File: src/hw/zsle_pkg.sv
// Shared constants and types of the zero substitution line encoder
package zsle_pkg;

	////////////////////////////////////////////////////////////////////////////////
	// Sizes and run lengths
	localparam int FIFO_DEPTH = 16;
	localparam int FIFO_WIDTH = 1;
	localparam int WIN_LEN = 4;
	// Last slot of the look-ahead window for each code (run length minus one)
	localparam logic [1:0] B3ZS_LAST = 2'h2;
	localparam logic [1:0] HDB3_LAST = 2'h3;
	// Reset polarity of the last mark: low, so the first mark goes out positive
	localparam logic RST_LAST_POL = 1'b0;
	localparam logic RST_PAR = 1'b0;

	////////////////////////////////////////////////////////////////////////////////
	// Framing modes and symbol kinds
	typedef enum logic [1:0] {
		ZSLE_MODE_DS3,
		ZSLE_MODE_G751,
		ZSLE_MODE_G832
	} zsle_mode_t;

	typedef enum logic [1:0] {
		ZSLE_SYM_ZERO,
		ZSLE_SYM_ONE,
		ZSLE_SYM_BSUB,
		ZSLE_SYM_VIOL
	} zsle_sym_t;

	// One line symbol towards the line interface unit
	typedef struct packed {
		logic pos;
		logic neg;
		logic nrz;
		logic vld;
	} zsle_line_t;

endpackage : zsle_pkg

File: src/hw/zsle_encoder.sv
// Transmit line encoder: B3ZS/HDB3 zero substitution onto bipolar rails
// Summary of operation
// DS3 with rails enabled uses three-zero substitution
// Three zeros become 00V or B0V
// Pick pattern so B count between Vs odd
// E3 modes with rails use four-zero substitution
// Four zeros become 000V or B00V
// Pick pattern so B count between Vs odd
// B alternates polarity; V repeats last polarity
// Rails disabled: plain NRZ, no substitution
`timescale 1ns/1ps
module zsle_encoder (
	// Clock, reset and enable
	input wire logic mclk_i,
	input wire logic resetn_i,
	input wire logic ce_i,
	// Configuration from the framer core
	input wire zsle_pkg::zsle_mode_t mode_i,
	input wire logic rail_en_i,
	// Framed bit stream in
	input wire logic bit_i,
	input wire logic bit_valid_i,
	output logic bit_ready_o,
	// Line side: one symbol per line tick while the FIFO holds a bit
	input wire logic line_tick_i,
	output zsle_pkg::zsle_line_t line_o
);

	typedef struct packed {
		zsle_pkg::zsle_sym_t [zsle_pkg::WIN_LEN-1:0] win;
		logic last_pol;
		logic par;
		logic fresh;
		zsle_pkg::zsle_sym_t out_kind;
		zsle_pkg::zsle_line_t line;
	} zsle_enc_state_t;

	zsle_enc_state_t st_r;
	zsle_enc_state_t st_nxt;
	logic fifo_vld;
	logic fifo_bit;
	logic pop;

	// Last window slot for the current mode, used by encoder and checks
	function automatic logic [1:0] zsle_last_slot(input zsle_pkg::zsle_mode_t m);
		zsle_last_slot = (m == zsle_pkg::ZSLE_MODE_DS3) ? zsle_pkg::B3ZS_LAST :
			zsle_pkg::HDB3_LAST;
	endfunction : zsle_last_slot

	// True for marks that obey the alternation rule
	function automatic logic zsle_is_b(input zsle_pkg::zsle_sym_t k);
		zsle_is_b = (k == zsle_pkg::ZSLE_SYM_ONE) || (k == zsle_pkg::ZSLE_SYM_BSUB);
	endfunction : zsle_is_b

	////////////////////////////////////////////////////////////////////////////////
	// Input buffer; the line tick drains it so a slow line back-pressures the framer
	zsle_fifo #(
		.W(zsle_pkg::FIFO_WIDTH),
		.D(zsle_pkg::FIFO_DEPTH)
	) u_fifo (
		.mclk_i(mclk_i),
		.resetn_i(resetn_i),
		.ce_i(ce_i),
		.in_valid_i(bit_valid_i),
		.in_ready_o(bit_ready_o),
		.in_data_i(bit_i),
		.out_valid_o(fifo_vld),
		.out_ready_i(line_tick_i),
		.out_data_o(fifo_bit)
	);

	assign pop = fifo_vld && line_tick_i;

	////////////////////////////////////////////////////////////////////////////////
	// Look-ahead window; substitution is decided when the newest run of zeros fills it
	always_comb begin
		logic [1:0] last;
		zsle_pkg::zsle_sym_t outgoing;
		zsle_pkg::zsle_sym_t [zsle_pkg::WIN_LEN-1:0] shifted;
		logic par_now;
		logic allz;
		logic mark;
		logic pol;
		last = zsle_last_slot(mode_i);
		outgoing = st_r.win[last];
		shifted[zsle_pkg::WIN_LEN-1:1] = st_r.win[zsle_pkg::WIN_LEN-2:0];
		shifted[0] = fifo_bit ? zsle_pkg::ZSLE_SYM_ONE : zsle_pkg::ZSLE_SYM_ZERO;
		// Parity counts the symbol leaving now, since nothing ahead of the run is a mark
		par_now = (outgoing == zsle_pkg::ZSLE_SYM_VIOL) ? 1'b0 :
			(st_r.par ^ zsle_is_b(outgoing));
		allz = 1'b1;
		mark = 1'b0;
		pol = 1'b0;
		// reset fill coded
		// The idle fill is already a full zero run; code it as it leaves, or a bare run goes out
		if (st_r.fresh && rail_en_i) begin
			if (!st_r.par) begin
				outgoing = zsle_pkg::ZSLE_SYM_BSUB;
				par_now = 1'b1;
			end
			shifted[1] = zsle_pkg::ZSLE_SYM_VIOL;
		end
		st_nxt = st_r;
		st_nxt.line = '0;
		for (int i = 0; i < zsle_pkg::WIN_LEN; i++) begin
			if ((i <= int'(last)) && (shifted[i] != zsle_pkg::ZSLE_SYM_ZERO)) begin
				allz = 1'b0;
			end
		end
		if (pop) begin
			// code chosen by mode
			// run becomes V pattern
			// B keeps count odd
			if (rail_en_i && allz) begin
				shifted[0] = zsle_pkg::ZSLE_SYM_VIOL;
				if (!par_now) begin
					shifted[last] = zsle_pkg::ZSLE_SYM_BSUB;
				end
			end
			st_nxt.win = shifted;
			st_nxt.fresh = 1'b0;
			st_nxt.par = par_now;
			st_nxt.out_kind = outgoing;
			st_nxt.line.vld = 1'b1;
			if (rail_en_i) begin
				// V repeats, B alternates
				mark = (outgoing != zsle_pkg::ZSLE_SYM_ZERO);
				pol = (outgoing == zsle_pkg::ZSLE_SYM_VIOL) ? st_r.last_pol : !st_r.last_pol;
				st_nxt.line.pos = mark && pol;
				st_nxt.line.neg = mark && !pol;
				if (mark) begin
					st_nxt.last_pol = pol;
				end
			end else begin
				// NRZ pass-through
				st_nxt.line.nrz = (outgoing != zsle_pkg::ZSLE_SYM_ZERO);
			end
		end
	end

	// State register; the window starts as idle zeros
	always_ff @(posedge mclk_i or negedge resetn_i) begin
		if (!resetn_i) begin
			st_r <= '0;
			st_r.last_pol <= zsle_pkg::RST_LAST_POL;
			st_r.par <= zsle_pkg::RST_PAR;
			st_r.fresh <= 1'b1;
		end else if (ce_i) begin
			st_r <= st_nxt;
		end
	end

	assign line_o = st_r.line;

	////////////////////////////////////////////////////////////////////////////////
	// Check history: what went out before the symbol now on the line
	logic h_pol;
	logic h_odd;
	logic h_seen_v;
	zsle_pkg::zsle_sym_t h_k1;
	zsle_pkg::zsle_sym_t h_k2;
	logic [2:0] h_zrun;
	logic [3:0] h_settle;
	zsle_pkg::zsle_mode_t h_mode;
	logic h_rail;
	logic settled;
	logic ev;

	assign ev = st_r.line.vld;
	// Mode switches reshape the window, so checks wait for it to refill
	assign settled = (h_settle >= 4'h8) && (h_mode == mode_i) && (h_rail == rail_en_i);

	always_ff @(posedge mclk_i or negedge resetn_i) begin
		if (!resetn_i) begin
			h_pol <= zsle_pkg::RST_LAST_POL;
			h_odd <= 1'b0;
			h_seen_v <= 1'b0;
			h_k1 <= zsle_pkg::ZSLE_SYM_ZERO;
			h_k2 <= zsle_pkg::ZSLE_SYM_ZERO;
			h_zrun <= 3'h0;
			h_settle <= 4'h0;
			h_mode <= zsle_pkg::ZSLE_MODE_DS3;
			h_rail <= 1'b0;
		end else if (ce_i) begin
			h_mode <= mode_i;
			h_rail <= rail_en_i;
			if ((h_mode != mode_i) || (h_rail != rail_en_i)) begin
				h_settle <= 4'h0;
				h_seen_v <= 1'b0;
			end else if (ev && (h_settle != 4'hf)) begin
				h_settle <= h_settle + 4'h1;
			end
			if (ev) begin
				h_k1 <= st_r.out_kind;
				h_k2 <= h_k1;
				h_zrun <= (st_r.out_kind == zsle_pkg::ZSLE_SYM_ZERO) ? h_zrun + 3'h1 : 3'h0;
				if (st_r.line.pos || st_r.line.neg) begin
					h_pol <= st_r.line.pos;
				end
				if (st_r.out_kind == zsle_pkg::ZSLE_SYM_VIOL) begin
					h_odd <= 1'b0;
					h_seen_v <= 1'b1;
				end else if (zsle_is_b(st_r.out_kind)) begin
					h_odd <= !h_odd;
				end
			end
		end
	end

	////////////////////////////////////////////////////////////////////////////////
	// Assertions
	a_rail_exclusive: assert property (@(posedge mclk_i) disable iff (!resetn_i)
		!(line_o.pos && line_o.neg))
		else $error("both rails driven at once");

	a_nrz_no_rails: assert property (@(posedge mclk_i) disable iff (!resetn_i)
		(ev && !h_rail && settled) |-> (!line_o.pos && !line_o.neg
			&& st_r.out_kind inside {zsle_pkg::ZSLE_SYM_ZERO, zsle_pkg::ZSLE_SYM_ONE}))
		else $error("rails or substitution seen in NRZ mode");

	a_zero_run_cap: assert property (@(posedge mclk_i) disable iff (!resetn_i)
		(ev && h_rail && settled && st_r.out_kind == zsle_pkg::ZSLE_SYM_ZERO)
			|-> (h_zrun < 3'(zsle_last_slot(mode_i))))
		else $error("zero run reached substitution length");

	a_viol_repeat: assert property (@(posedge mclk_i) disable iff (!resetn_i)
		(ev && h_rail && st_r.out_kind == zsle_pkg::ZSLE_SYM_VIOL)
			|-> (line_o.pos == h_pol) && (line_o.neg == !h_pol))
		else $error("violation did not repeat last polarity");

	a_b_alternate: assert property (@(posedge mclk_i) disable iff (!resetn_i)
		(ev && h_rail && zsle_is_b(st_r.out_kind)) |-> (line_o.pos == !h_pol))
		else $error("bipolar mark did not alternate");

	a_odd_b_count: assert property (@(posedge mclk_i) disable iff (!resetn_i)
		(ev && settled && h_seen_v && st_r.out_kind == zsle_pkg::ZSLE_SYM_VIOL) |-> h_odd)
		else $error("even number of B pulses between violations");

	a_b3zs_shape: assert property (@(posedge mclk_i) disable iff (!resetn_i)
		(ev && settled && h_rail && mode_i == zsle_pkg::ZSLE_MODE_DS3
			&& st_r.out_kind == zsle_pkg::ZSLE_SYM_VIOL)
			|-> (h_k1 == zsle_pkg::ZSLE_SYM_ZERO)
			&& (h_k2 inside {zsle_pkg::ZSLE_SYM_ZERO, zsle_pkg::ZSLE_SYM_BSUB}))
		else $error("three-zero substitution pattern malformed");

	a_hdb3_shape: assert property (@(posedge mclk_i) disable iff (!resetn_i)
		(ev && settled && h_rail && mode_i != zsle_pkg::ZSLE_MODE_DS3
			&& st_r.out_kind == zsle_pkg::ZSLE_SYM_VIOL)
			|-> (h_k1 == zsle_pkg::ZSLE_SYM_ZERO) && (h_k2 == zsle_pkg::ZSLE_SYM_ZERO))
		else $error("four-zero substitution pattern malformed");

	a_bsub_leads: assert property (@(posedge mclk_i) disable iff (!resetn_i)
		(ce_i && settled && h_rail && st_r.line.vld && st_r.out_kind == zsle_pkg::ZSLE_SYM_BSUB
			&& mode_i != zsle_pkg::ZSLE_MODE_DS3)
			|-> (!ce_i || !pop || st_nxt.out_kind == zsle_pkg::ZSLE_SYM_ZERO))
		else $error("inserted B not followed by a zero");

	a_tick_paced: assert property (@(posedge mclk_i) disable iff (!resetn_i) // one symbol per line tick
		(ce_i && !line_tick_i) |=> !line_o.vld)
		else $error("symbol emitted without a line tick");

	c_ds3_viol: cover property (@(posedge mclk_i) disable iff (!resetn_i)
		ev && h_rail && mode_i == zsle_pkg::ZSLE_MODE_DS3
			&& st_r.out_kind == zsle_pkg::ZSLE_SYM_VIOL);
	c_e3_bsub: cover property (@(posedge mclk_i) disable iff (!resetn_i)
		ev && h_rail && mode_i != zsle_pkg::ZSLE_MODE_DS3
			&& st_r.out_kind == zsle_pkg::ZSLE_SYM_BSUB);
	c_nrz_one: cover property (@(posedge mclk_i) disable iff (!resetn_i)
		ev && !h_rail && line_o.nrz);
	c_fifo_full: cover property (@(posedge mclk_i) disable iff (!resetn_i)
		bit_valid_i && !bit_ready_o);

endmodule : zsle_encoder

File: src/hw/zsle_fifo.sv
// Parameterised valid/ready FIFO in the encoder's data path
`timescale 1ns/1ps
module zsle_fifo #(
	parameter int W = 1,
	parameter int D = 16
) (
	// Clock, reset and enable
	input wire logic mclk_i,
	input wire logic resetn_i,
	input wire logic ce_i,
	// Filling side
	input wire logic in_valid_i,
	output logic in_ready_o,
	input wire logic [W-1:0] in_data_i,
	// Draining side
	output logic out_valid_o,
	input wire logic out_ready_i,
	output logic [W-1:0] out_data_o
);

	localparam int AW = (D > 1) ? $clog2(D) : 1;

	typedef struct packed {
		logic [D-1:0][W-1:0] mem;
		logic [AW-1:0] wp;
		logic [AW-1:0] rp;
		logic [AW:0] cnt;
		logic nfull;
		logic nempty;
	} zsle_fifo_state_t;

	zsle_fifo_state_t st_r;
	zsle_fifo_state_t st_nxt;
	logic push;
	logic pop;

	////////////////////////////////////////////////////////////////////////////////
	// Pointer and flag update; flags are registered so ready and valid come from flops
	always_comb begin
		st_nxt = st_r;
		push = in_valid_i && st_r.nfull;
		pop = out_ready_i && st_r.nempty;
		if (push) begin
			st_nxt.mem[st_r.wp] = in_data_i;
			st_nxt.wp = (st_r.wp == AW'(D - 1)) ? '0 : st_r.wp + 1'b1;
		end
		if (pop) begin
			st_nxt.rp = (st_r.rp == AW'(D - 1)) ? '0 : st_r.rp + 1'b1;
		end
		if (push && !pop) begin
			st_nxt.cnt = st_r.cnt + 1'b1;
		end else if (pop && !push) begin
			st_nxt.cnt = st_r.cnt - 1'b1;
		end
		st_nxt.nfull = (st_nxt.cnt != (AW+1)'(D));
		st_nxt.nempty = (st_nxt.cnt != '0);
	end

	// State register; enable low freezes everything
	always_ff @(posedge mclk_i or negedge resetn_i) begin
		if (!resetn_i) begin
			st_r <= '0;
			st_r.nfull <= 1'b1;
		end else if (ce_i) begin
			st_r <= st_nxt;
		end
	end

	assign in_ready_o = st_r.nfull;
	assign out_valid_o = st_r.nempty;
	assign out_data_o = st_r.mem[st_r.rp];

endmodule : zsle_fifo

File: config.mk
export PLATFORM = sky130hd
export DESIGN_NAME = zsle_encoder
export DESIGN_NICKNAME = d
export VERILOG_FILES = /design/src/hw/zsle_pkg.sv /design/src/hw/zsle_encoder.sv /design/src/hw/zsle_fifo.sv
export SDC_FILE = /design/constraint.sdc
export NUM_CORES = 1
export LEC_CHECK = 0
export ABC_AREA = 0
export BUFFER_PORTS_ARGS = -buffer_cell sky130_fd_sc_hd__clkbuf_2
export CAP_MARGIN = 10
export CORE_MARGIN = 3
export CORE_UTILIZATION = 60
export DETAILED_ROUTE_END_ITERATION = 12
export PLACE_DENSITY = 0.82
export REMOVE_ABC_BUFFERS = 1
export SYNTH_ARGS = -nofsm -noshare
export SYNTH_HDL_FRONTEND = slang
export SYNTH_HIERARCHICAL = 1
export SYNTH_SLANG_ARGS = --single-unit
File: constraint.sdc
create_clock -name mclk_i -period 3.2 [get_ports mclk_i]
set_clock_uncertainty 0.1 [all_clocks]
set_input_delay 0.64 -clock mclk_i [delete_from_list [all_inputs] [get_ports mclk_i]]
set_output_delay 0.64 -clock mclk_i [all_outputs]
set_load 0.01 [all_outputs]
== Yosys cells after proc, flatten, opt, wreduce, memory -nomap -nowiden ==
Index checks and enable logic that the tools add are counted.

* Input bits: 9
* Output and inout port bits: 5
* Word-level logic and storage cells: 114
* Register bits: 46

* Equal/unequal tests: 7
* Add/subtract/negate cells: 4
* Reduce and logical (&&, ||, !) cells: 28
* Order comparisons: 8
* Mux-type cells: 31
* Bitwise gates (word level): 4

{| class="wikitable"
|+ Operator list
! operator !! number
|-
| 16-bit bitwise mux || 1
|-
| 8-bit 2-to-1 mux || 2
|-
| 1-bit logical AND || 13
|-
| 1-bit 2-to-1 mux || 13
|-
| 2-bit 2-to-1 mux || 6
|-
| 4-bit 2-to-1 mux || 3
|-
| 4-bit by 5-bit < comparator with 1-bit output, second input constant || 2
|-
| 5-bit 2-to-1 mux || 2
|-
| 2-bit nonzero test || 5
|-
| 4-bit by 1-bit adder with 4-bit output, second input constant || 2
|-
| 4-bit == test, second input constant || 2
|-
| 2-bit == test, second input constant || 3
|-
| 5-bit by 1-bit adder with 5-bit output, second input constant || 1
|-
| 5-bit inequality test, second input constant || 1
|-
| 5-bit nonzero test || 1
|-
| 5-bit by 1-bit subtractor with 5-bit output, second input constant || 1
|-
| 4-bit AND || 1
|-
| 1-bit binary-select mux with 4-bit select || 1
|-
| 2-bit binary-select mux with 2-bit select || 1
|-
| 1-bit demux with 4-bit select || 1
|-
| 2-bit demux with 2-bit select || 1
|-
| 4-bit by 1-bit greater-or-equal comparator with 1-bit output, second input constant || 1
|-
| 2-bit less-or-equal comparator, first input constant || 2
|-
| 1-bit zero test || 4
|-
| 11 further kinds || 12
|}

== Depth between registers and ports, before layout ==
Gate-level depths: netlist (run 1).

* Depth in word-level cells: 12
* Depth in mapped cells: 7
* Depth with buffers taken out: 7

== Cells and area by module ==
The synthesis (run 1) kept the hierarchy.

{| class="wikitable"
|+ By module, submodules not included
! module !! times used !! cells each !! seq. area each (µm²) !! area an instance (µm²)
|-
| zsle_fifo || 1 || 160 || 777.0 || 1,711.6
|-
| zsle_encoder || 1 || 80 || 376.6 || 808.3
|}

== Worst setup path before layout (run 1) ==
OpenSTA, ideal clock, no wires.

* Kind: reg-to-reg
* Start point: register u_fifo/st_r[7] in the netlist's numbering
* End point: register, netlist name st_r[16]
* Period minus slack after synthesis: 2.425 ns
* Buffers on the path: 1
* Library setup time: 0.092 ns
* Slack: 0.775 ns
* Required time: 3.008 ns
* Arrival: 2.232 ns
* Cell stages (with the launch flop): 8
* Path through: dfrtp_1 buf_2 mux4_2 mux4_2 nor4_1 nand4_1 nand2b_1 o31ai_2

{| class="wikitable"
|+ RTL lines
! item !! RTL line !! source
|-
| start: declaration || zsle_fifo.sv:32 || <nowiki>zsle_fifo_state_t st_r;</nowiki>
|-
| start signal: assignment || zsle_fifo.sv:65 || <nowiki>st_r <= st_nxt;</nowiki>
|}

==> results of run 1 <==
==> layer usage <==
metal | global-route usage | vias up | share of wire
met5 | 0 | - | 0
met4 | 0.0626 | 0 | 0.018
met3 | 0.0440 | 10 | 0.037
met2 | 0.321 | 41 | 0.48
met1 | 0.275 | 868 | 0.47
li1 | - | 865 | -
==> logic make-up after synthesis <==
| family | Yosys count | synth area share |
|---|---|---|
| AND/OR/NAND/NOR | 84 | 0.164 |
| flip-flops | 46 | 0.458 |
| AO/OA/AOI/OAI | 40 | 0.108 |
| multiplexers | 29 | 0.150 |
| buffers and inverters | 22 | 0.0417 |
| XOR/XNOR | 11 | 0.0382 |
| adder cells (fa/ha/maj) | 8 | 0.0397 |
==> flip-flops by register name, summed over array words and instances, names as in the netlist <==
register,cells
u_fifo/in_ready_o,1
line_o,3
st_r,11
u_fifo/out_valid_o,1
u_fifo/st_r,29
ev,1
==> cell usage after synthesis, types with 2 or more instances <==
cell      number  area (sq um)
a21oi_1        6          30.0
a31oi_1        3          18.8
and2_1         2          12.5
and3_1         5          31.3
buf_2          2          10.0
buf_4          5          37.5
clkbuf_1       6          22.5
dfrtp_1       44          1100
dfstp_2        2          52.6
ha_1           8           100
inv_1          7          26.3
mux2_2        21           236
mux2i_1        3          30.0
mux4_2         5           113
nand2_1       41           154
nand2b_1       2          12.5
nand3_1        7          35.0
nand4_1        4          25.0
nor2_1         9          33.8
nor3_1         3          15.0
o21ai_0       16          80.1
o22ai_1        3          18.8
or3_2          2          15.0
xnor2_1        9          78.8
xor2_1         2          17.5
==> worst max-delay path by stage <==
stage,endpoint,depth (start not counted),from,slack (ns)
after global routing,st_r[16],6,u_fifo/st_r[7],0.35
after CTS,st_r[16],6,u_fifo/st_r[7],0.56
after global placement,st_r[16],6,u_fifo/st_r[7],0.67
after floorplan,st_r[16],6,u_fifo/st_r[7],0.76
after detailed placement,st_r[16],6,u_fifo/st_r[7],0.59
final,st_r[16],6,u_fifo/st_r[7],0.55
==> metrics by stage <==
stage / hold slack, ns / total power [uW] / utilization / std cells / setup slack, ns
after detailed placement: 0.392 / 1960 / 0.671 / 289 / 0.595
after global placement: 0.375 / 1910 / 0.671 / 289 / 0.666
after floorplan: 0.244 / 1730 / - / 226 / 0.758
after CTS: 0.353 / 2390 / 0.699 / 297 / 0.562
final: 0.329 / 2390 / 0.699 / 297 / 0.554
after global routing: 0.398 / 2570 / 0.699 / 297 / 0.355
==> power by group through the flow <==
stage / clock [uW] / combinational, uW / sequential (uW)
final: 425 / 864 / 1100
after global routing: 457 / 971 / 1140
after CTS: 433 / 869 / 1090
after detailed placement: 0 / 863 / 1100
after global placement: 0 / 825 / 1090
after floorplan: 0 / 696 / 1030
==> final cells by class <==
| cell class | instances | area [sq um] | area share |
|---|---|---|---|
| multi-input cells | 172 | 1260 | 0.468 |
| flip-flops and latches | 46 | 1150 | 0.428 |
| repair buffers | 15 | 80.1 | 0.0297 |
| clock buffers | 6 | 72.6 | 0.0269 |
| well taps | 48 | 60.1 | 0.0223 |
| clock inverters | 2 | 37.5 | 0.0139 |
| inverters | 8 | 30.0 | 0.0111 |
==> worst max-delay path: cells and delay by family (launching register included) <==
family / cells / cell delay, ns
muxes: 2 / 1.06
and+or+nand+nor: 3 / 0.67
DFF: 1 / 0.57
AOI/OAI and AO/OA: 1 / 0.17
==> results.md, run 1 <==
- Status: completed
- Fillers: 298
- CTS tree: built
- Placed cell area: 0.00258 sq mm
- Sw frac: 0.362
- CP required: 3.31 ns
- Number of diodes: 0
- Worst min path class: in2async
- GPL Wtd Cong: 0.816
- Mapped Cells: 240
- Sequential element share of the synthesized area: 0.458
- Die height: 70.8 um
- Crit-path max cell delay: 0.57 ns
- Post-DP HPWL: 3.42 mm
- Antenna viol nets, final: 0
- Area growth from synthesis to layout: 6.95%
- Proportion of layout cells with a drive suffix above 1: 0.245
- Highest-delay cell along the critical path: dfrtp_1
- VDD IR max: 515 uV
- Post-synth EDFFs: 0
- Total routed wirelength: 4.72 mm
- Setup-failing EPs final: 0
- TNS Setup: 0 ns
- Internal power: 1520 uW
- RSZ-0062 raised after global routing: no
- Seq cells post-synth: 46
- Number of port buffers: 13
- Post-cts resize count: 0
- RR Startpoint: u_fifo/st_r[7]
- First-pass GRT wire length: 7.98 mm
- Core Area: 0.00385 sq mm
- Mapped Area: 0.00252 sq mm
- Number of vias per cell: 6.01
- Initial antenna violation count: 0
- Vias in the first global route: 1694
- MaxCap Viol Count: 0
- Critical path arrival: 2.75 ns
- Reg2Reg Depth: 6
- Net Sw Power: 865 uW
- Gr usage total: 0.201
- Leak Pwr: 0.00119 uW
- CP most frequent cell: mux4_2
- Synth Flop Type: dfrtp_1
- Least-Margin Pin Slew: 0.833 ns
- Final #Nets: 265
- Max clock buf depth: 2
- CP cell instances: mux4_2, mux4_2, nor4_1, nand4_1, nand2b_1, o31ai_2
- Synth Area per Inst: 10.5 sq um
- WL per Instance: 15.9 um
- Ys Warns: 6
- Total clock buffers created by CTS: 5
- Final Hold Viols: 0
- Design Area, Final: 0.00270 sq mm
- Comb power frac: 0.362
- H-Tree Depth: 2
- Slew HR: 0.445
- Skew-Pair Late Insertion Delay: 0.30 ns
- # rows: 22
- DIE AREA: 0.00501 sq mm
- Crit path time final: 2.65 ns
- DRC violations left: 0
- I/O pins: 14
- Reg-to-reg critical path endpoint: st_r[16]
- Achievable Freq: 378 MHz
- Grt ovf: 0
- Clk pwr share: 0.178
- Largest net degree at the start of global routing: 36
- Via Count: 1784
- Critical path type: reg2reg
- Setup crit end kind: register
- Seq pwr share: 0.460
- Starting DRC count in detailed routing: 125
- R2R Setup Slk: 0.55 ns
- Die X: 70.8 um
- CTS root buffer: clkbuf_8
- Power per cell area: 886 mW/mm^2
- Final period utilization: 0.827
- CP startpoint kind: register
- CTS sink cnt: 46
- DRT Pass-1 Iters: 4
- Crit path max fanout: 9
- Postcts setup bufs: 0
- Yosys cell types: 48
- Initial Util: 0.654
- Hold_buf cts: 0
- Most common cell after layout, fill and taps aside: dfrtp_1
- Async set-reset flop share out of synthesis: 1.00
- Clk slew on worst S/H paths: 0.08 ns
- Most frequent cells in the layout: dfrtp_1, nand2_1, mux2_2
- Pins Over Slew Limit: 0
No activity file was read; power rests on OpenSTA's default activity.
==> run 2, diff against run 1 <==
--- a/config.mk
+++ b/config.mk
@@ -9,9 +9,9 @@
 export BUFFER_PORTS_ARGS = -buffer_cell sky130_fd_sc_hd__clkbuf_2
 export CAP_MARGIN = 10
 export CORE_MARGIN = 3
-export CORE_UTILIZATION = 60
+export CORE_UTILIZATION = 55
 export DETAILED_ROUTE_END_ITERATION = 12
-export PLACE_DENSITY = 0.82
+export PLACE_DENSITY = 0.79
 export REMOVE_ABC_BUFFERS = 1
 export SYNTH_ARGS = -nofsm -noshare
 export SYNTH_HDL_FRONTEND = slang
==> constraint.sdc (replaced) <==
create_clock -name mclk_i -period 2.41 [get_ports mclk_i]
set_clock_uncertainty 0.1 [all_clocks]
set_input_delay 0.482 -clock mclk_i [delete_from_list [all_inputs] [get_ports mclk_i]]
set_output_delay 0.482 -clock mclk_i [all_outputs]
set_load 0.01 [all_outputs]
==> run 2 against run 1 <==
  * Critical path depth unchanged
  * Sequential power is 32% higher
  * Critical endpoint unchanged
  * Total power increased by 31%
  * Register-to-register slack got worse by 0.42 ns
  * Wire length rose by 2.7%
  * Largest cell class unchanged
  * Critical path type unchanged
  * Non-clock buffer count is 4 higher
  * Cell count grew 2.0%
  * Sequential share of layout area down 0.46 points
==> results.md, run 2 (synthesized netlist as in run 1, its figures left out) <==
- CP required: 2.52 ns (-0.79 ns)
- Worst min path class: in2async
- CTS sink cnt: 46 (unchanged)
- Skew-Pair Late Insertion Delay: 0.30 ns (about the same)
- WL per Instance: 16.0 um (+0.70%)
- Power per cell area: 1150 mW/mm^2 (+29%)
- Critical path depth in cells: 6 (unchanged)
- Number of vias per cell: 5.99 (-0.22%)
- Total routed wirelength: 4.85 mm (+2.7%)
- Starting DRC count in detailed routing: 139 (+11%)
- CP cell instances: mux4_2, mux4_2, nor4_2, nand4_1, nand2b_4, o31ai_2
- Core Util, Final: 0.649 (-0.0502)
- Crit path max fanout: 5 (-4)
- Critical path type: reg2reg
- Crit-path max cell delay: 0.51 ns (-0.06 ns)
- Least-Margin Pin Slew: 0.577 ns (-0.256 ns)
- Final period utilization: 0.944 (+0.117)
- Fillers: 326 (+9.4%)
- Die height: 73.7 um (+4.1%)
- Antenna viol nets, final: 0 (unchanged)
- Clk slew on worst S/H paths: 0.09 ns (about the same)
- RSZ-0062 raised after global routing: no
- Highest-delay cell along the critical path: mux4_2
- MaxCap Viol Count: 0 (unchanged)
- DRT Pass-1 Iters: 4 (unchanged)
- CTS tree: built
- Proportion of layout cells with a drive suffix above 1: 0.269 (+0.0238)
- Grt ovf: 0 (unchanged)
- Cells after DPL: 295 (+2.1%)
- Gr usage total: 0.207 (+0.00581)
- Slew HR: 0.615 (+0.170)
- Achievable Freq: 439 MHz (+16%)
- Largest net degree at the start of global routing: 27 (-25%)
- Initial Util: 0.600 (-0.0541)
- Initial antenna violation count: 0 (unchanged)
- Pins Over Slew Limit: 0 (unchanged)
- Final #Nets: 269 (+1.5%)
- Most common cell after layout, fill and taps aside: dfrtp_1
- Most frequent cells in the layout: dfrtp_1, nand2_1, mux2_2
- Pwr Total: 3130 uW (+31%)
- R2R Setup Slk: 0.13 ns (-0.42 ns)
- CP delay by family, top: multiplexers
- Number of port buffers: 13 (unchanged)
- DIE AREA: 0.00543 sq mm (+8.3%)
- Final Hold Viols: 0 (unchanged)
- Vias in the first global route: 1747 (+3.1%)
- Die X: 73.7 um (+4.1%)
- H-Tree Depth: 2 (unchanged)
- Top reg by flops: u_fifo/st_r
- Buf/Inv on CP: 0 (unchanged)
- Placed cell area: 0.00263 sq mm (+1.7%)
- Hold_buf cts: 0 (unchanged)
- VDD IR max: 815 uV (+58%)
- I/O pins: 14 (unchanged)
- Core Area: 0.00420 sq mm (+9.0%)
- Max reg flops: 29 (unchanged)
- GPL Wtd Cong: 0.828 (+1.4%)
- Design Area, Final: 0.00273 sq mm (+1.2%)
- First-pass GRT wire length: 8.45 mm (+5.9%)
- Reg2Reg Depth: 6 (unchanged)
- Setup crit end kind: register
- Post-route insts no fill: 303 (+2.0%)
- Max clock buf depth: 2 (unchanged)
- Status: completed
- CP startpoint kind: register
- Setup-failing EPs final: 0 (unchanged)
- DRC violations left: 0 (unchanged)
- # rows: 23 (+4.5%)
- Critical path arrival: 2.39 ns (-0.36 ns)
- Crit path time final: 2.28 ns (-0.371 ns)
- Total clock buffers created by CTS: 5 (unchanged)
- Leak Pwr: 0.00122 uW (+2.2%)
- CP most frequent cell: mux4_2
- Via Count: 1816 (+1.8%)
- Number of diodes: 0 (unchanged)
- Post-DP HPWL: 3.50 mm (+2.3%)
- Area growth from synthesis to layout: 8.24%
- CTS root buffer: clkbuf_8
-- run 2: cell types whose count changed in the layout (fill, tap and decap cells not counted), sizes merged --
cell,before,now
clkinvlp,1,0
buf,2,6
clkinv,0,2
bufinv,1,0
-- run 2: per-stage QoR --
stage	setup TNS, ns	setup WS, ns	hold WS, ns
floorplan	-0.0320	-0.0320	0.0864
global placement	-0.00695	-0.00695	0.370
detailed placement	-0.0812	-0.0716	0.375
CTS	0	0.0728	0.0686
global route	0	0.00467	0.0728
finish	0	0.135	0.0629
-- run 2: final timing paths --
path	start	to
setup / recovery	u_fifo/st_r[7]	st_r[16]
max in group asynchronous	resetn_i	st_r[6]
hold reg to reg	st_r[8]	st_r[8]
setup reg to reg	u_fifo/st_r[7]	st_r[16]
min in group mclk_i	rail_en_i	line_o[1]
hold / removal	resetn_i	st_r[15]
-- run 2: routing by layer --
| metal | up-vias | global-route usage | share of wire |
|---|---|---|---|
| li1 | 875 | - | - |
| met1 | 916 | 0.282 | 0.46 |
| met2 | 18 | 0.325 | 0.50 |
| met3 | 7 | 0.0451 | 0.026 |
| met4 | 0 | 0.0744 | 0.015 |
| met5 | - | 0 | 0 |
-- run 2: area by class of cell --
class                      count  area, sq um  share of cell area
sequential                    46         1150               0.423
multi-input combinational    172         1270               0.467
inverter                       8         30.0              0.0110
tap                           50         62.6              0.0229
clock inverter                 2         10.0             0.00367
timing repair buffer          19          123              0.0450
clock buffer                   6         72.6              0.0266
-- run 2: worst register-to-register path, delay by kind of cell (launching register included) --
| family | cells | cell delay [ns] |
|---|---|---|
| AO/OA/AOI/OAI | 1 | 0.17 |
| multiplexers | 2 | 1.01 |
| AND/OR/NAND/NOR | 3 | 0.46 |
| flip-flops | 1 | 0.44 |
-- run 2: power by group --
group / internal (uW) / switching (uW) / leakage (uW) / total (uW)
Clock: 201 / 259 / 0.0000450 / 460
Combinational: 655 / 562 / 0.000599 / 1220
Sequential: 1100 / 356 / 0.000577 / 1450
-- run 2: repair_timing --
| item | in CTS | in global routing |
|---|---|---|
| pin swaps | 1 | 0 |
| endpoints found under the setup margin | 3 | 3 |
| cloned | 0 | 0 |
| resized for setup | 1 | 2 |
| buffers inserted | 0 | 0 |
==> run 3, diff against run 2 <==
--- a/config.mk
+++ b/config.mk
@@ -8,6 +8,7 @@
 export ABC_AREA = 0
 export BUFFER_PORTS_ARGS = -buffer_cell sky130_fd_sc_hd__clkbuf_2
 export CAP_MARGIN = 10
+export CORE_ASPECT_RATIO = 1.1
 export CORE_MARGIN = 3
 export CORE_UTILIZATION = 55
 export DETAILED_ROUTE_END_ITERATION = 12
==> run 3 against run 2 <==
  * Via count decreased by 0.28%
  * Design area about the same
  * Register-to-register slack better by 0.02 ns
  * Clock-buffer cell count increased by 1
  * Critical path depth is the same
  * Clock power grew 4%
  * Core utilization decreased by 2.1 points
  * Wire length fell by 3.6%
  * Fmax is 0.88% higher
  * Combinational power about the same
  * Non-clock buffer count down 1
  * Die area about the same
==> results.md, run 3 (synthesized netlist as in run 1, its figures left out) <==
- Power per cell area: 1150 mW/mm^2 (+0.12%)
- Slew HR: 0.613 (-0.00191)
- Proportion of layout cells with a drive suffix above 1: 0.266 (-0.00290)
- CP most frequent cell: mux4_2
- Number of diodes: 0 (unchanged)
- TNS Setup: 0 ns (unchanged)
- Top reg by flops: u_fifo/st_r
- CP delay by family, top: multiplexers
- Skew-Pair Late Insertion Delay: 0.30 ns (about the same)
- Max reg flops: 29 (unchanged)
- Critical path arrival: 2.36 ns (-0.03 ns)
- Crit path max fanout: 5 (unchanged)
- Largest net degree at the start of global routing: 47 (+74%)
- Final #Nets: 268 (-0.37%)
- Least-Margin Pin Slew: 0.580 ns (+0.00286 ns)
- Setup-failing EPs final: 0 (unchanged)
- # rows: 25 (+8.7%)
- Gr usage total: 0.188 (-0.0182)
- Clk slew on worst S/H paths: 0.09 ns (about the same)
- Setup crit end kind: register
- DIE AREA: 0.00543 sq mm (about the same)
- CTS sink cnt: 46 (unchanged)
- Achievable Freq: 443 MHz (+0.88%)
- Crit-path max cell delay: 0.50 ns (about the same)
- Initial Util: 0.580 (-0.0202)
- R2R Setup Slk: 0.15 ns (+0.02 ns)
- Grt ovf: 0 (unchanged)
- Post-DP HPWL: 3.37 mm (-3.7%)
- Initial antenna violation count: 0 (unchanged)
- RSZ-0062 raised after global routing: no
- Die height: 77.0 um (+4.5%)
- Crit path time final: 2.26 ns (-0.0199 ns)
- Buf/Inv on CP: 0 (unchanged)
- Area occupied by multi-input gates: 0.00128 sq mm (+0.69%)
- Antenna viol nets, final: 0 (unchanged)
- Fillers: 349 (+7.1%)
- Most common cell after layout, fill and taps aside: dfrtp_1
- Critical path type: reg2reg
- Status: completed
- GPL Wtd Cong: 0.849 (+2.5%)
- Pins Over Slew Limit: 0 (unchanged)
- CTS tree: built
- Total clock buffers created by CTS: 5 (unchanged)
- Leak Pwr: 0.00122 uW (-0.43%)
- Pwr Total: 3140 uW (+0.21%)
- I/O pins: 14 (unchanged)
- Most frequent cells in the layout: dfrtp_1, nand2_1, mux2_2
- Area growth from synthesis to layout: 8.34% (about the same)
- CP startpoint kind: register
- VDD IR max: 519 uV (-36%)
- Worst min path class: in2async
- Core Area: 0.00435 sq mm (+3.5%)
- CP cell instances: mux4_2, mux4_2, nor4_2, nand4_1, nand2b_4, o31ai_4
- Final period utilization: 0.936 (-0.00824)
- Starting DRC count in detailed routing: 86 (-38%)
- Total routed wirelength: 4.68 mm (-3.6%)
- First-pass GRT wire length: 8.34 mm (-1.3%)
- Highest-delay cell along the critical path: mux4_2
- DRT Pass-1 Iters: 4 (unchanged)
- Sequential Area: 0.00115 sq mm (unchanged)
- CTS root buffer: clkbuf_8
- Number of port buffers: 13 (unchanged)
- Max clock buf depth: 2 (unchanged)
- H-Tree Depth: 2 (unchanged)
- Number of vias per cell: 5.92 (-1.3%)
- Via Count: 1811 (-0.28%)
- Hold_buf cts: 0 (unchanged)
- DRC violations left: 0 (unchanged)
- Final Hold Viols: 0 (unchanged)
- Die X: 70.5 um (-4.3%)
- WL per Instance: 15.3 um (-4.6%)
- Vias in the first global route: 1828 (+4.6%)
- CP required: 2.52 ns (about the same)
- MaxCap Viol Count: 0 (unchanged)
==> run 3: cell type report <==
| class | count | area share |
|---|---|---|
| timing repair buffer | 18 | 0.0376 |
| clock inverter | 1 | 0.00183 |
| tap | 54 | 0.0247 |
| inverter | 8 | 0.0110 |
| sequential | 46 | 0.423 |
| multi-input combinational | 172 | 0.470 |
| clock buffer | 7 | 0.0316 |
==> run 3: routing by layer <==
metal | part of all wire | up-vias | wire length [um] | global-route usage
met2 | 0.52 | 27 | 2410 | 0.306
met5 | 0 | - | 0 | 0
met4 | 0.0017 | 0 | 8 | 0.0639
met1 | 0.46 | 916 | 2130 | 0.257
li1 | - | 866 | - | -
met3 | 0.027 | 2 | 125 | 0.0288
==> run 3: worst paths after layout <==
check                                    start              to  depth (start not counted)
worst max-delay path            u_fifo/st_r[7]        st_r[16]                          6
worst min register to register        st_r[10]        st_r[10]                          2
worst min-delay path                  resetn_i  u_fifo/st_r[3]                          2
min in group mclk_i                   st_r[10]        st_r[10]                          2
max in group asynchronous             resetn_i  u_fifo/st_r[7]                          2
worst max register to register  u_fifo/st_r[7]        st_r[16]                          6
==> run 3: worst register-to-register path: cells and delay by family, from the launching register on <==
family,cells,cell delay (ns)
AO/OA/AOI/OAI,1,0.16
multiplexers,2,1.00
AND/OR/NAND/NOR,3,0.47
flip-flops,1,0.44
==> run 3: repair_timing <==
item,CTS,global route
buffers inserted,0,0
endpoints found under the hold margin,0,0
pin swaps,1,1
resized for setup,3,1
endpoints found under the setup margin,3,4
==> run 3: power breakdown <==
group | internal (uW) | switching, uW | leakage, uW | total, uW
logic | 655 | 554 | 0.000591 | 1210
registers | 1100 | 353 | 0.000577 | 1450
clock network | 232 | 247 | 0.0000482 | 478
==> run 3: stage by stage <==
step	hold WS [ns]	cell area, sq um	worst slack [ns]	cells	util
6_report	0.165	2730	0.154	306	0.628
5_1_grt	0.198	2730	0.00722	306	0.628
4_1_cts	0.186	2720	0.0108	306	0.626
3_5_place_dp	0.386	2620	-0.0962	298	0.601
3_3_place_gp	0.366	2620	0.0131	298	0.601
2_1_floorplan	0.0864	2440	-0.0320	226	-
